`src/core/alusf_cfg.svh`:
```
// Constants for the ALU status flag datapath
`ifndef ALUSF_CFG_SVH
`define ALUSF_CFG_SVH

// Reset values of the architectural state
`define ALUSF_ACC_RESET 8'h00
`define ALUSF_AUX_RESET 8'h00
`define ALUSF_FLAG_RESET 1'h0

// Field positions of the flags in the flag write operand
`define ALUSF_FLD_CARRY 7
`define ALUSF_FLD_HALF 6
`define ALUSF_FLD_WRAP 2

// Decimal adjust constants
`define ALUSF_DIGIT_MAX 4'h9
`define ALUSF_BCD_LOW_ADJ 10'h006
`define ALUSF_BCD_HIGH_ADJ 10'h060
`define ALUSF_BCD_LIMIT 10'h099

// Product overflow limit
`define ALUSF_BYTE_MAX 16'h00FF

// Cycles from a taken divide to its done pulse
`define ALUSF_DIV_LATENCY 9

`endif

```
`src/core/alusf_pkg.sv`:
```
// Types shared by the ALU status flag datapath
`default_nettype none
package alusf_pkg;

  typedef enum logic [3:0] {
    op_nop,
    op_add,
    add_with_carry_op,
    subtract_with_borrow_op,
    product_op,
    quotient_op,
    decimal_adjust_op,
    rotate_right_through_carry,
    rotate_left_through_carry,
    compare_jump_unequal,
    op_load_acc,
    op_load_aux,
    op_write_flags
  } alusf_op_t;

  typedef enum logic {
    st_idle,
    st_divide
  } alusf_state_t;

  typedef struct packed {
    logic carry;
    logic wrap;
    logic half;
    logic [7:0] res;
  } alusf_arith_t;

endpackage
`default_nettype wire

```
`src/core/alusf_div_if.sv`:
```
// Request and answer signals between the core and its divider
`default_nettype none
interface alusf_div_if #(parameter int W = 8);
  logic start;
  logic [W-1:0] dividend;
  logic [W-1:0] divisor;
  logic done;
  logic [W-1:0] quotient;
  logic [W-1:0] remainder;
  logic zero_div;

  modport ctrl (output start, dividend, divisor, input done, quotient, remainder, zero_div);
  modport unit (input start, dividend, divisor, output done, quotient, remainder, zero_div);
endinterface
`default_nettype wire

```
`src/core/alusf_divider.sv`:
```
// Unsigned restoring divider, one quotient bit per clock
`default_nettype none
module alusf_divider #(
  parameter int W = 8
) (
  // Clock and reset
  input wire logic clock,
  input wire logic reset_n,
  // Divide request and answer
  alusf_div_if.unit div
);
  import alusf_pkg::*;

  localparam int CW = $clog2(W + 1);

  logic [W-1:0] rem_q, rem_d, quo_q, quo_d, dsr_q, dsr_d;
  logic [CW-1:0] cnt_q, cnt_d;
  logic busy_q, busy_d, done_q, done_d, zero_q, zero_d;
  logic [W:0] shifted;
  logic [W:0] diff;

  assign shifted = {rem_q, quo_q[W-1]};
  assign diff = shifted - {1'b0, dsr_q};

  always_comb begin
    rem_d = rem_q;
    quo_d = quo_q;
    dsr_d = dsr_q;
    cnt_d = cnt_q;
    busy_d = busy_q;
    done_d = 1'b0;
    zero_d = zero_q;
    if (div.start) begin
      rem_d = '0;
      quo_d = div.dividend;
      dsr_d = div.divisor;
      cnt_d = CW'(W);
      busy_d = 1'b1;
      zero_d = (div.divisor == '0); // RULE13
    end else if (busy_q) begin
      // Zero divisor runs the same steps; result is left undefined
      if (shifted >= {1'b0, dsr_q}) begin
        rem_d = diff[W-1:0];
        quo_d = {quo_q[W-2:0], 1'b1};
      end else begin
        rem_d = shifted[W-1:0];
        quo_d = {quo_q[W-2:0], 1'b0};
      end
      cnt_d = cnt_q - 1'b1;
      if (cnt_q == CW'(1)) begin
        busy_d = 1'b0;
        done_d = 1'b1;
      end
    end
  end

  always_ff @(posedge clock or negedge reset_n) begin
    if (!reset_n) begin
      rem_q <= '0;
      quo_q <= '0;
      dsr_q <= '0;
      cnt_q <= '0;
      busy_q <= 1'b0;
      done_q <= 1'b0;
      zero_q <= 1'b0;
    end else begin
      rem_q <= rem_d;
      quo_q <= quo_d;
      dsr_q <= dsr_d;
      cnt_q <= cnt_d;
      busy_q <= busy_d;
      done_q <= done_d;
      zero_q <= zero_d;
    end
  end

  assign div.done = done_q;
  assign div.quotient = quo_q;
  assign div.remainder = rem_q;
  assign div.zero_div = zero_q;
endmodule
`default_nettype wire

```
`src/core/alusf_core.sv`:
```
// ALU datapath with carry, signed wrap and half carry status flags
`include "alusf_cfg.svh"
`default_nettype none
// Summary of operation
// RULE1: Plain add sums source and accumulator into accumulator, ignoring carry.
// RULE2: Additions set carry on carry out of bit seven, else clear.
// RULE3: Additions set signed wrap to carry out of bit six xor bit seven.
// RULE4: Additions set half carry on carry out of bit three, else clear.
// RULE5: Add with carry also adds the carry flag; flags as plain add.
// RULE6: Subtract with borrow removes source and carry from accumulator.
// RULE7: Subtract sets carry when bit seven needs a borrow.
// RULE8: Subtract sets signed wrap when exactly one of bits six, seven borrows.
// RULE9: Subtract sets half carry when bit three needs a borrow.
// RULE10: Multiply accumulator by auxiliary; low byte to accumulator, high to auxiliary.
// RULE11: Multiply clears carry, sets signed wrap when product exceeds 255.
// RULE12: Divide accumulator by auxiliary; quotient to accumulator, remainder to auxiliary.
// RULE13: Divide clears carry; signed wrap set only for zero divisor.
// RULE14: Decimal adjust adds 0x06 when half carry or low digit above nine.
// RULE15: Decimal adjust adds 0x60 when carry was set or 0x06 was added.
// RULE16: Decimal adjust sets carry when adjusted result exceeds 0x99.
// RULE17: Rotate right through carry: old bit zero to carry, carry to bit seven.
// RULE18: Rotate left through carry: old bit seven to carry, carry to bit zero.
// RULE19: Compare branches when destination and source differ, else falls through.
// RULE20: Compare sets carry when source exceeds destination as unsigned bytes.
// RULE21: Flags an operation does not touch keep their values.
module alusf_core (
  // Clock and reset
  input wire logic clock,
  input wire logic reset_n,
  // Operation request from the sequencer
  input wire logic op_valid,
  input wire alusf_pkg::alusf_op_t op,
  input wire logic [7:0] src_operand,
  input wire logic [7:0] dst_operand,
  output logic op_ready,
  // Completion
  output logic op_done,
  output logic branch_taken,
  // Architectural state
  output logic [7:0] accumulator,
  output logic [7:0] aux_operand,
  output logic carry_flag,
  output logic signed_wrap_flag,
  output logic half_carry_flag
);
  import alusf_pkg::*;

  // Sum with carries out of bits three, six and seven
  function automatic alusf_arith_t alusf_add(input logic [7:0] a, input logic [7:0] b, input logic cin);
    alusf_arith_t r;
    logic [4:0] low;
    logic [7:0] mid;
    logic [8:0] full;
    low = {1'b0, a[3:0]} + {1'b0, b[3:0]} + {4'h0, cin};
    mid = {1'b0, a[6:0]} + {1'b0, b[6:0]} + {7'h00, cin};
    full = {1'b0, a} + {1'b0, b} + {8'h00, cin};
    r.res = full[7:0];
    r.carry = full[8]; // RULE2
    r.wrap = mid[7] ^ full[8]; // RULE3
    r.half = low[4]; // RULE4
    return r;
  endfunction

  // Difference with borrows into bits three, six and seven
  function automatic alusf_arith_t alusf_sub(input logic [7:0] a, input logic [7:0] b, input logic bin);
    alusf_arith_t r;
    logic [4:0] low;
    logic [7:0] mid;
    logic [8:0] full;
    low = {1'b0, a[3:0]} - {1'b0, b[3:0]} - {4'h0, bin};
    mid = {1'b0, a[6:0]} - {1'b0, b[6:0]} - {7'h00, bin};
    full = {1'b0, a} - {1'b0, b} - {8'h00, bin};
    r.res = full[7:0];
    r.carry = full[8]; // RULE7
    r.wrap = mid[7] ^ full[8]; // RULE8
    r.half = low[4]; // RULE9
    return r;
  endfunction

  alusf_state_t state_q, state_d;
  logic [7:0] acc_q, acc_d, aux_q, aux_d;
  logic carry_q, carry_d, wrap_q, wrap_d, half_q, half_d;
  logic done_q, done_d, branch_q, branch_d;
  logic op_take;
  alusf_arith_t add_r, cadd_r, sub_r;
  logic [15:0] product;
  logic dec_low, dec_high;
  logic [9:0] dec_sum;

  alusf_div_if #(.W(8)) div_bus ();

  alusf_divider #(.W(8)) u_divider (
    .clock(clock),
    .reset_n(reset_n),
    .div(div_bus)
  );

  // Divider is the only multi-cycle path, so only it holds off requests
  assign op_ready = (state_q == st_idle);
  assign op_take = op_valid && op_ready;

  assign add_r = alusf_add(acc_q, src_operand, 1'b0); // RULE1
  assign cadd_r = alusf_add(acc_q, src_operand, carry_q); // RULE5
  assign sub_r = alusf_sub(acc_q, src_operand, carry_q); // RULE6
  assign product = 16'(acc_q) * 16'(aux_q); // RULE10

  // Both corrections fold into one ten-bit sum
  assign dec_low = half_q || (acc_q[3:0] > `ALUSF_DIGIT_MAX); // RULE14
  assign dec_high = carry_q || dec_low; // RULE15
  assign dec_sum = {2'b00, acc_q} + (dec_low ? `ALUSF_BCD_LOW_ADJ : 10'h000)
    + (dec_high ? `ALUSF_BCD_HIGH_ADJ : 10'h000);

  assign div_bus.start = op_take && (op == quotient_op);
  assign div_bus.dividend = acc_q;
  assign div_bus.divisor = aux_q;

  always_comb begin
    state_d = state_q;
    acc_d = acc_q;
    aux_d = aux_q;
    carry_d = carry_q; // RULE21
    wrap_d = wrap_q; // RULE21
    half_d = half_q; // RULE21
    done_d = 1'b0;
    branch_d = branch_q;
    unique case (state_q)
      st_idle: begin
        if (op_valid) begin
          done_d = 1'b1;
          unique case (op)
            op_nop: begin
            end
            op_add: begin
              acc_d = add_r.res; // RULE1
              carry_d = add_r.carry; // RULE2
              wrap_d = add_r.wrap; // RULE3
              half_d = add_r.half; // RULE4
            end
            add_with_carry_op: begin
              acc_d = cadd_r.res; // RULE5
              carry_d = cadd_r.carry;
              wrap_d = cadd_r.wrap;
              half_d = cadd_r.half;
            end
            subtract_with_borrow_op: begin
              acc_d = sub_r.res; // RULE6
              carry_d = sub_r.carry; // RULE7
              wrap_d = sub_r.wrap; // RULE8
              half_d = sub_r.half; // RULE9
            end
            product_op: begin
              acc_d = product[7:0]; // RULE10
              aux_d = product[15:8];
              carry_d = 1'b0; // RULE11
              wrap_d = (product > `ALUSF_BYTE_MAX); // RULE11
            end
            quotient_op: begin
              done_d = 1'b0;
              state_d = st_divide; // RULE12
            end
            decimal_adjust_op: begin
              acc_d = dec_sum[7:0]; // RULE15
              carry_d = (dec_sum > `ALUSF_BCD_LIMIT); // RULE16
            end
            rotate_right_through_carry: begin
              acc_d = {carry_q, acc_q[7:1]}; // RULE17
              carry_d = acc_q[0];
            end
            rotate_left_through_carry: begin
              acc_d = {acc_q[6:0], carry_q}; // RULE18
              carry_d = acc_q[7];
            end
            compare_jump_unequal: begin
              branch_d = (dst_operand != src_operand); // RULE19
              carry_d = (src_operand > dst_operand); // RULE20
            end
            op_load_acc: begin
              acc_d = src_operand;
            end
            op_load_aux: begin
              aux_d = src_operand;
            end
            op_write_flags: begin
              carry_d = src_operand[`ALUSF_FLD_CARRY];
              half_d = src_operand[`ALUSF_FLD_HALF];
              wrap_d = src_operand[`ALUSF_FLD_WRAP];
            end
            default: begin
            end
          endcase
        end
      end
      st_divide: begin
        if (div_bus.done) begin
          acc_d = div_bus.quotient; // RULE12
          aux_d = div_bus.remainder;
          carry_d = 1'b0; // RULE13
          wrap_d = div_bus.zero_div; // RULE13
          done_d = 1'b1;
          state_d = st_idle;
        end
      end
    endcase
  end

  always_ff @(posedge clock or negedge reset_n) begin
    if (!reset_n) begin
      state_q <= st_idle;
      acc_q <= `ALUSF_ACC_RESET;
      aux_q <= `ALUSF_AUX_RESET;
      carry_q <= `ALUSF_FLAG_RESET;
      wrap_q <= `ALUSF_FLAG_RESET;
      half_q <= `ALUSF_FLAG_RESET;
      done_q <= 1'b0;
      branch_q <= 1'b0;
    end else begin
      state_q <= state_d;
      acc_q <= acc_d;
      aux_q <= aux_d;
      carry_q <= carry_d;
      wrap_q <= wrap_d;
      half_q <= half_d;
      done_q <= done_d;
      branch_q <= branch_d;
    end
  end

  assign op_done = done_q;
  assign branch_taken = branch_q;
  assign accumulator = acc_q;
  assign aux_operand = aux_q;
  assign carry_flag = carry_q;
  assign signed_wrap_flag = wrap_q;
  assign half_carry_flag = half_q;
endmodule
`default_nettype wire

```
`config.mk`:
```
export PLATFORM = sky130hd
export DESIGN_NAME = alusf_core
export DESIGN_NICKNAME = d
export VERILOG_FILES = /design/src/core/alusf_pkg.sv /design/src/core/alusf_div_if.sv /design/src/core/alusf_divider.sv /design/src/core/alusf_core.sv
export VERILOG_INCLUDE_DIRS = /design/src /design/src/core
export SDC_FILE = /design/constraint.sdc
export NUM_CORES = 1
export LEC_CHECK = 0
export BUFFER_PORTS_ARGS = -buffer_cell sky130_fd_sc_hd__buf_2
export CAP_MARGIN = 5
export CORE_MARGIN = 2
export CORE_UTILIZATION = 35
export DETAILED_ROUTE_END_ITERATION = 8
export GPL_TIMING_DRIVEN = 0
export MAX_ROUTING_LAYER = met4
export PLACE_DENSITY = 0.54
export SYNTH_ARGS = -nofsm -noshare
export SYNTH_HDL_FRONTEND = slang
export SYNTH_SLANG_ARGS = --single-unit
```
`constraint.sdc`:
```
create_clock -name clock -period 7.7 [get_ports clock]
set_input_delay 2.31 -clock clock [delete_from_list [all_inputs] [get_ports clock]]
set_output_delay 2.31 -clock clock [all_outputs]
set_load 0.005 [all_outputs]
```
==> results_dict.tcl, run 1 <==
set metrics [dict create \
    crit_required_ns 7.88 \
    start_util 0.3578 \
    ctsHoldBuffers 0 \
    fp.dieH_um 148.1 \
    num_vias 6542 \
    fillerInstances 2157 \
    synth_edf_count 0 \
    clk_latency_ns 0.31 \
    num_rows 52 \
    holdWs_ns 0.5062 \
    dieArea_sq_um 21920 \
    postSynthAreaPerCell_sq_um 8.189 \
    setup_viol 0 \
    tightest_slew_ns 0.7860 \
    pre_cts_ws_ns 1.310 \
    arrival_ns 6.59 \
    slew_headroom 0.4715 \
    final_layout_size_suffix_gt1_frac 0.08742 \
    rsz0062_at_grt "false" \
    seqCellArea_sq_um 1326 \
    ys.warnings.count 0 \
    vias_per_cell 5.416 \
    hold_path.class "reg -> reg" \
    design.portCount 45 \
    grt_pass1_wl_mm 35.98 \
    tns_ns 0 \
    post-cts-setup-buffers 0 \
    clk_pin_slew_ns 0.08 \
    cts_resized 0 \
    grt_pass1_vias 6415 \
    syn-cell-area_sq_um 7263 \
    cp-end-kind "flip-flop" \
    crit_path_start "accumulator[4]$_DFFE_PN0P_" \
    finalMaxSlewViolations 0 \
    synth.distinct_cells 73 \
    clockRootBuffer "clkbuf_16" \
    cts_tree "done" \
    max_freq_ghz 0.1561 \
    fin_crit_sh 0.8322 \
    insertedDiodeCount 0 \
    antenna_found_initial 0 \
    die_w_um 148.1 \
    grt_use_met1 0.3048 \
    final_nets 1083 \
    grt_start_max_net_pins 54 \
    critPathMaxFanout 10 \
    dp_hpwl_mm 17.38 \
    cts_inserted_buffers 5 \
    top_usage_layer "met2" \
    ys_seq_elements 53 \
    synthCells 887 \
    outcome "completed" \
    wl_per_cell_um 18.51 \
    setup.worst_path.start_class "flip-flop" \
    gr-total-overflow 0 \
    path_class "reg -> reg" \
    drc_errors 0 \
    grt.total_usage 0.2148 \
    period_needed_ns 6.408 \
    grt_use_met3 0.03558 \
    core-area_sq_um 20300 \
    synthArstFlopShare 1.000 \
    regToRegStartpoint "accumulator[4]$_DFFE_PN0P_" \
    setup_ws_ns 1.292 \
    maxCapViolCount 0 \
    h-tree-depth 2 \
    clock_skew_ns 0.009661 \
    wl_mm 22.37 \
    cts_buffer_depth 2 \
    route.antenna.remaining_nets 0 \
    syn-num-nets 1033 \
    hp-start "u_divider.dsr_q[0]$_DFFE_PN0P_" \
    grt_use_met2 0.3255 \
    drt_iter0_markers 537 \
    ys.flop_type "dfrtp_1" \
    syn_to_final_growth_pct 10.13 \
    hold_viol 0 \
    place_congestion 0.9568 \
    yosysSeqAreaShare 0.1826 \
    cts_sinks 53 \
    multiInputGateArea_sq_um 5385 \
    first_pass_iters 5 \
    io_buffers 43 \
]
==> path summary, 6_finish.rpt <==
kind                                                           to  slack (ns)  depth (start not counted)
max                                  signed_wrap_flag$_DFFE_PN0P_        1.29                         19
min                                u_divider.dsr_q[0]$_DFFE_PN0P_        0.51                          2
max reg2reg                          signed_wrap_flag$_DFFE_PN0P_        1.29                         19
min reg2reg                        u_divider.dsr_q[0]$_DFFE_PN0P_        0.51                          2
max in group asynchronous  u_divider.div.remainder[2]$_DFFE_PN0P_        5.13                          1
min in group asynchronous          u_divider.dsr_q[6]$_DFFE_PN0P_        2.04                          1
==> stage by stage <==
step	cell area (sq um)	cells	util
global placement	7816	1200	0.3850
finish	7999	1208	0.3940
global route	7999	1208	0.3940
floorplan	7263	887	-
CTS	7996	1208	0.3939
detailed placement	7816	1200	0.3850
==> cell families after synthesis <==
| logic type | count (synthesis) | synth area share |
|---|---|---|
| xor gates and xnor gates | 43 | 0.05392 |
| muxes | 24 | 0.03428 |
| and+or+nand+nor | 288 | 0.2005 |
| adders and majority gates | 123 | 0.2543 |
| DFF | 53 | 0.1826 |
| buffers and inverters | 144 | 0.07597 |
| AOI/OAI and AO/OA | 212 | 0.1985 |
==> registers in the layout (all words and copies together) (netlist names) <==
register	count
u_divider.dsr_q	8
u_divider.busy_q	1
u_divider.div.done	1
carry_flag	1
branch_taken	1
u_divider.cnt_q	4
aux_operand	8
accumulator	8
op_done	1
u_divider.div.remainder	8
u_divider.div.quotient	8
state_q	1
half_carry_flag	1
signed_wrap_flag	1
u_divider.div.zero_div	1
==> synth_stat cells, types with 5 or more instances <==
| library cell | number | share of area |
|---|---|---|
| nor3_1 | 15 | 0.010 |
| nor4_1 | 5 | 0.0043 |
| nand4_1 | 7 | 0.0060 |
| inv_1 | 98 | 0.051 |
| o21a_1 | 6 | 0.0062 |
| mux2_2 | 7 | 0.011 |
| nand2b_1 | 16 | 0.014 |
| a22oi_1 | 7 | 0.0072 |
| clkbuf_1 | 38 | 0.020 |
| and3_1 | 10 | 0.0086 |
| a21o_1 | 10 | 0.010 |
| xnor2_1 | 32 | 0.039 |
| and2_1 | 49 | 0.042 |
| dfrtp_1 | 53 | 0.18 |
| o211ai_1 | 7 | 0.0072 |
| ha_1 | 82 | 0.14 |
| a21oi_1 | 39 | 0.027 |
| nand2_1 | 96 | 0.050 |
| o21ai_0 | 62 | 0.043 |
| a221oi_1 | 5 | 0.0060 |
| nor2b_1 | 11 | 0.0095 |
| or3_1 | 6 | 0.0052 |
| mux2i_1 | 17 | 0.023 |
| fa_1 | 41 | 0.11 |
| nor2_1 | 38 | 0.020 |
| nand3_1 | 18 | 0.012 |
| a211oi_1 | 11 | 0.011 |
| xor2_1 | 9 | 0.011 |
| a31oi_1 | 10 | 0.0086 |
==> cell usage in the layout, fill, tap and decap left out, types with 4 or more instances in the layout <==
| master | Yosys | layout |
|---|---|---|
| a211oi_1 | 11 | 11 |
| a21o_1 | 10 | 10 |
| a21oi_1 | 39 | 39 |
| a221oi_1 | 5 | 5 |
| a22oi_1 | 7 | 7 |
| a31oi_1 | 10 | 10 |
| a32oi_1 | 4 | 4 |
| and2_1 | 49 | 49 |
| and3_1 | 10 | 10 |
| buf_1 | 4 | 4 |
| buf_2 | 3 | 45 |
| clkbuf_1 | 38 | 38 |
| clkbuf_16 | 0 | 5 |
| dfrtp_1 | 53 | 53 |
| fa_1 | 41 | 41 |
| ha_1 | 82 | 82 |
| inv_1 | 98 | 98 |
| mux2_2 | 7 | 7 |
| mux2i_1 | 17 | 17 |
| nand2_1 | 96 | 96 |
| nand2b_1 | 16 | 16 |
| nand3_1 | 18 | 18 |
| nand3b_1 | 4 | 4 |
| nand4_1 | 7 | 7 |
| nor2_1 | 38 | 38 |
| nor2b_1 | 11 | 11 |
| nor3_1 | 15 | 15 |
| nor4_1 | 5 | 5 |
| o2111ai_1 | 4 | 4 |
| o211ai_1 | 7 | 7 |
| o21a_1 | 6 | 6 |
| o21ai_0 | 62 | 62 |
| o31ai_1 | 4 | 4 |
| or2_2 | 4 | 4 |
| or3_1 | 6 | 6 |
| xnor2_1 | 32 | 32 |
| xor2_1 | 9 | 9 |
==> worst max-delay path, cell delays in order (launching register included) <==
cell and delay [ns]:
dfrtp_1 0.38, clkbuf_1 0.37, clkbuf_1 0.63, nand2_1 0.16, fa_1 0.52, fa_1 0.50, inv_1 0.06, fa_1 0.53
inv_1 0.05, fa_1 0.52, inv_1 0.04, ha_1 0.36, and3_1 0.23, a2111oi_1 0.51, o41ai_1 0.19, xnor2_1 0.24
nand4_1 0.12, nor4_1 0.46, o221a_2 0.30, a31oi_1 0.09
==> cell type report <==
| cell class | instances | area share |
|---|---|---|
| timing repair buffer | 43 | 0.02722 |
| sequential | 53 | 0.1658 |
| buffer | 46 | 0.02299 |
| clock buffer | 6 | 0.01736 |
| clock inverter | 2 | 0.005162 |
| inverter | 98 | 0.04599 |
| tap | 270 | 0.04223 |
| multi-input combinational | 690 | 0.6732 |
==> routing by layer <==
| layer | routed length (um) | vias to the layer above |
|---|---|---|
| met3 | 1347 | 28 |
| met2 | 9783 | 176 |
| met1 | 10790 | 3161 |
| met4 | 448 | 0 |
| met5 | 0 | - |
| li1 | - | 3177 |
Power of run 1 is left out: the tool's default activity adds up to more than one toggle a clock period on the data nets, which glitch-free logic cannot reach.
==> run 2, diff against run 1 <==
==> constraint.sdc (replaced) <==
create_clock -name clock -period 6.35 [get_ports clock]
set_input_delay 1.905 -clock clock [delete_from_list [all_inputs] [get_ports clock]]
set_output_delay 1.905 -clock clock [all_outputs]
set_load 0.005 [all_outputs]
==> run 2 against run 1 <==
Compared with the run above: non-clock buffer count fell by 1; largest cell class unchanged; sequential cell count did not move; setup slack got worse by 0.85 ns; worst hold slack barely moved; utilization barely moved; critical endpoint unchanged; clock skew fell by 0.00057 ns; first-iteration DRC count rose by 8.0%; count of clock-buffer cells in the layout did not move; cell count barely moved; sequential share of layout area barely moved.
==> results_dict.tcl, run 2 (same netlist as run 1, synthesis figures left out) <==
set metrics [dict create \
    outcome "completed" \
    setup_ws_ns 0.4397 \
    finalMaxSlewViolations 0 \
    syn_to_final_growth_pct 10.27 \
    dieArea_sq_um 21920 \
    holdWs_ns 0.5067 \
    final_layout_size_suffix_gt1_frac 0.09498 \
    grt_start_max_net_pins 54 \
    vias_per_cell 5.417 \
    clock_skew_ns 0.009090 \
    cp-end-kind "flip-flop" \
    grt_pass1_vias 6411 \
    wl_mm 22.29 \
    die_w_um 148.1 \
    tightest_slew_ns 0.7864 \
    clockRootBuffer "clkbuf_16" \
    place_congestion 0.9568 \
    fillerInstances 2157 \
    path_class "reg -> reg" \
    hold_viol 0 \
    fin_area_sq_um 8009 \
    grt_pass1_wl_mm 35.97 \
    grt.total_usage 0.2147 \
    cts_inserted_buffers 5 \
    ctsHoldBuffers 0 \
    num_vias 6538 \
    layout_common_cells "inv_1, nand2_1, ha_1, o21ai_0, dfrtp_1" \
    drt_iter0_markers 580 \
    slew_headroom 0.4713 \
    design.portCount 45 \
    io_buffers 43 \
    maxCapViolCount 0 \
    num_rows 52 \
    first_pass_iters 5 \
    cts_buffer_depth 2 \
    setup_viol 0 \
    fin_crit_sh 0.9308 \
    gr-total-overflow 0 \
    core-area_sq_um 20300 \
    setup.worst_path.start_class "flip-flop" \
    antenna_found_initial 0 \
    h-tree-depth 2 \
    drc_errors 0 \
    wl_per_cell_um 18.47 \
    arrival_ns 6.09 \
    cts_sinks 53 \
    rsz0062_at_grt "false" \
    fin_util 0.3945 \
    fp.dieH_um 148.1 \
    start_util 0.3578 \
    pre_cts_ws_ns -0.04024 \
    max_freq_ghz 0.1692 \
    critPathMaxFanout 10 \
    clk_latency_ns 0.31 \
    route.antenna.remaining_nets 0 \
    final_common_cell "inv_1" \
    crit_required_ns 6.53 \
    placed_cell_area_sq_um 7816 \
    hold_path.class "reg -> reg" \
    insertedDiodeCount 0 \
    dp_hpwl_mm 17.38 \
    cts_tree "done" \
    clk_pin_slew_ns 0.08 \
    period_needed_ns 5.910 \
    final_nets 1082 \
]
run 2: cell count changes in the layout (fill, tap and decap cells not counted), sizes merged:
cell and change:
clkbuf -2, buf +1
run 2: metrics by stage:
stage | cells | TNS [ns]
2_1_floorplan | 887 | 0
3_3_place_gp | 1200 | -0.0004703
3_5_place_dp | 1200 | -0.04024
4_1_cts | 1208 | 0
5_1_grt | 1207 | 0
6_report | 1207 | 0
run 2: cell type report:
class	count	area (sq um)	share of cell area
Multi-Input combinational cell	690	5391	0.6732
Sequential cell	53	1326	0.1656
Inverter	98	367.9	0.04593
Tap cell	270	337.8	0.04218
Timing Repair Buffer	43	217.7	0.02718
Buffer	45	187.7	0.02343
Clock buffer	6	138.9	0.01734
Clock inverter	2	41.29	0.005155
run 2: final timing paths:
| kind | cells past startpoint | slack, ns | from | endpoint |
|---|---|---|---|---|
| setup / recovery | 19 | 0.44 | accumulator[3]$_DFFE_PN0P_ | signed_wrap_flag$_DFFE_PN0P_ |
| hold / removal | 2 | 0.51 | u_divider.dsr_q[0]$_DFFE_PN0P_ | u_divider.dsr_q[0]$_DFFE_PN0P_ |
| setup reg to reg | 19 | 0.44 | accumulator[3]$_DFFE_PN0P_ | signed_wrap_flag$_DFFE_PN0P_ |
| hold reg to reg | 2 | 0.51 | u_divider.dsr_q[0]$_DFFE_PN0P_ | u_divider.dsr_q[0]$_DFFE_PN0P_ |
| max in group asynchronous | 1 | 4.19 | reset_n | accumulator[3]$_DFFE_PN0P_ |
| min in group asynchronous | 1 | 1.64 | reset_n | u_divider.dsr_q[4]$_DFFE_PN0P_ |
run 2: per-layer routing:
metal  wire length [um]  share of wire  up-vias  GRT usage
met5                  0              0        -          -
met4                393          0.018        0    0.04238
met3               1350          0.061       24    0.03558
li1                   -              -     3177          -
met2               9814           0.44      177     0.3252
met1              10730           0.48     3160     0.3048
run 2: worst max-delay path, stage by stage (launching register included):
cell       delay, ns
dfrtp_1         0.37
clkbuf_1        0.34
clkbuf_2        0.37
nand2_1         0.13
fa_1            0.52
fa_1            0.50
inv_1           0.06
fa_1            0.53
inv_1           0.05
fa_1            0.52
inv_1           0.04
ha_1            0.35
and3_1          0.23
a2111oi_1       0.51
o41ai_1         0.19
xnor2_1         0.25
nand4_1         0.14
nor4_2          0.31
o221a_2         0.26
a31oi_1         0.09
run 2: timing repair:
action	CTS	global route
setup buffers	0	0
gates resized for setup	1	12
setup endpoints to repair	1	1
Power of run 2 is left out for the same reason.
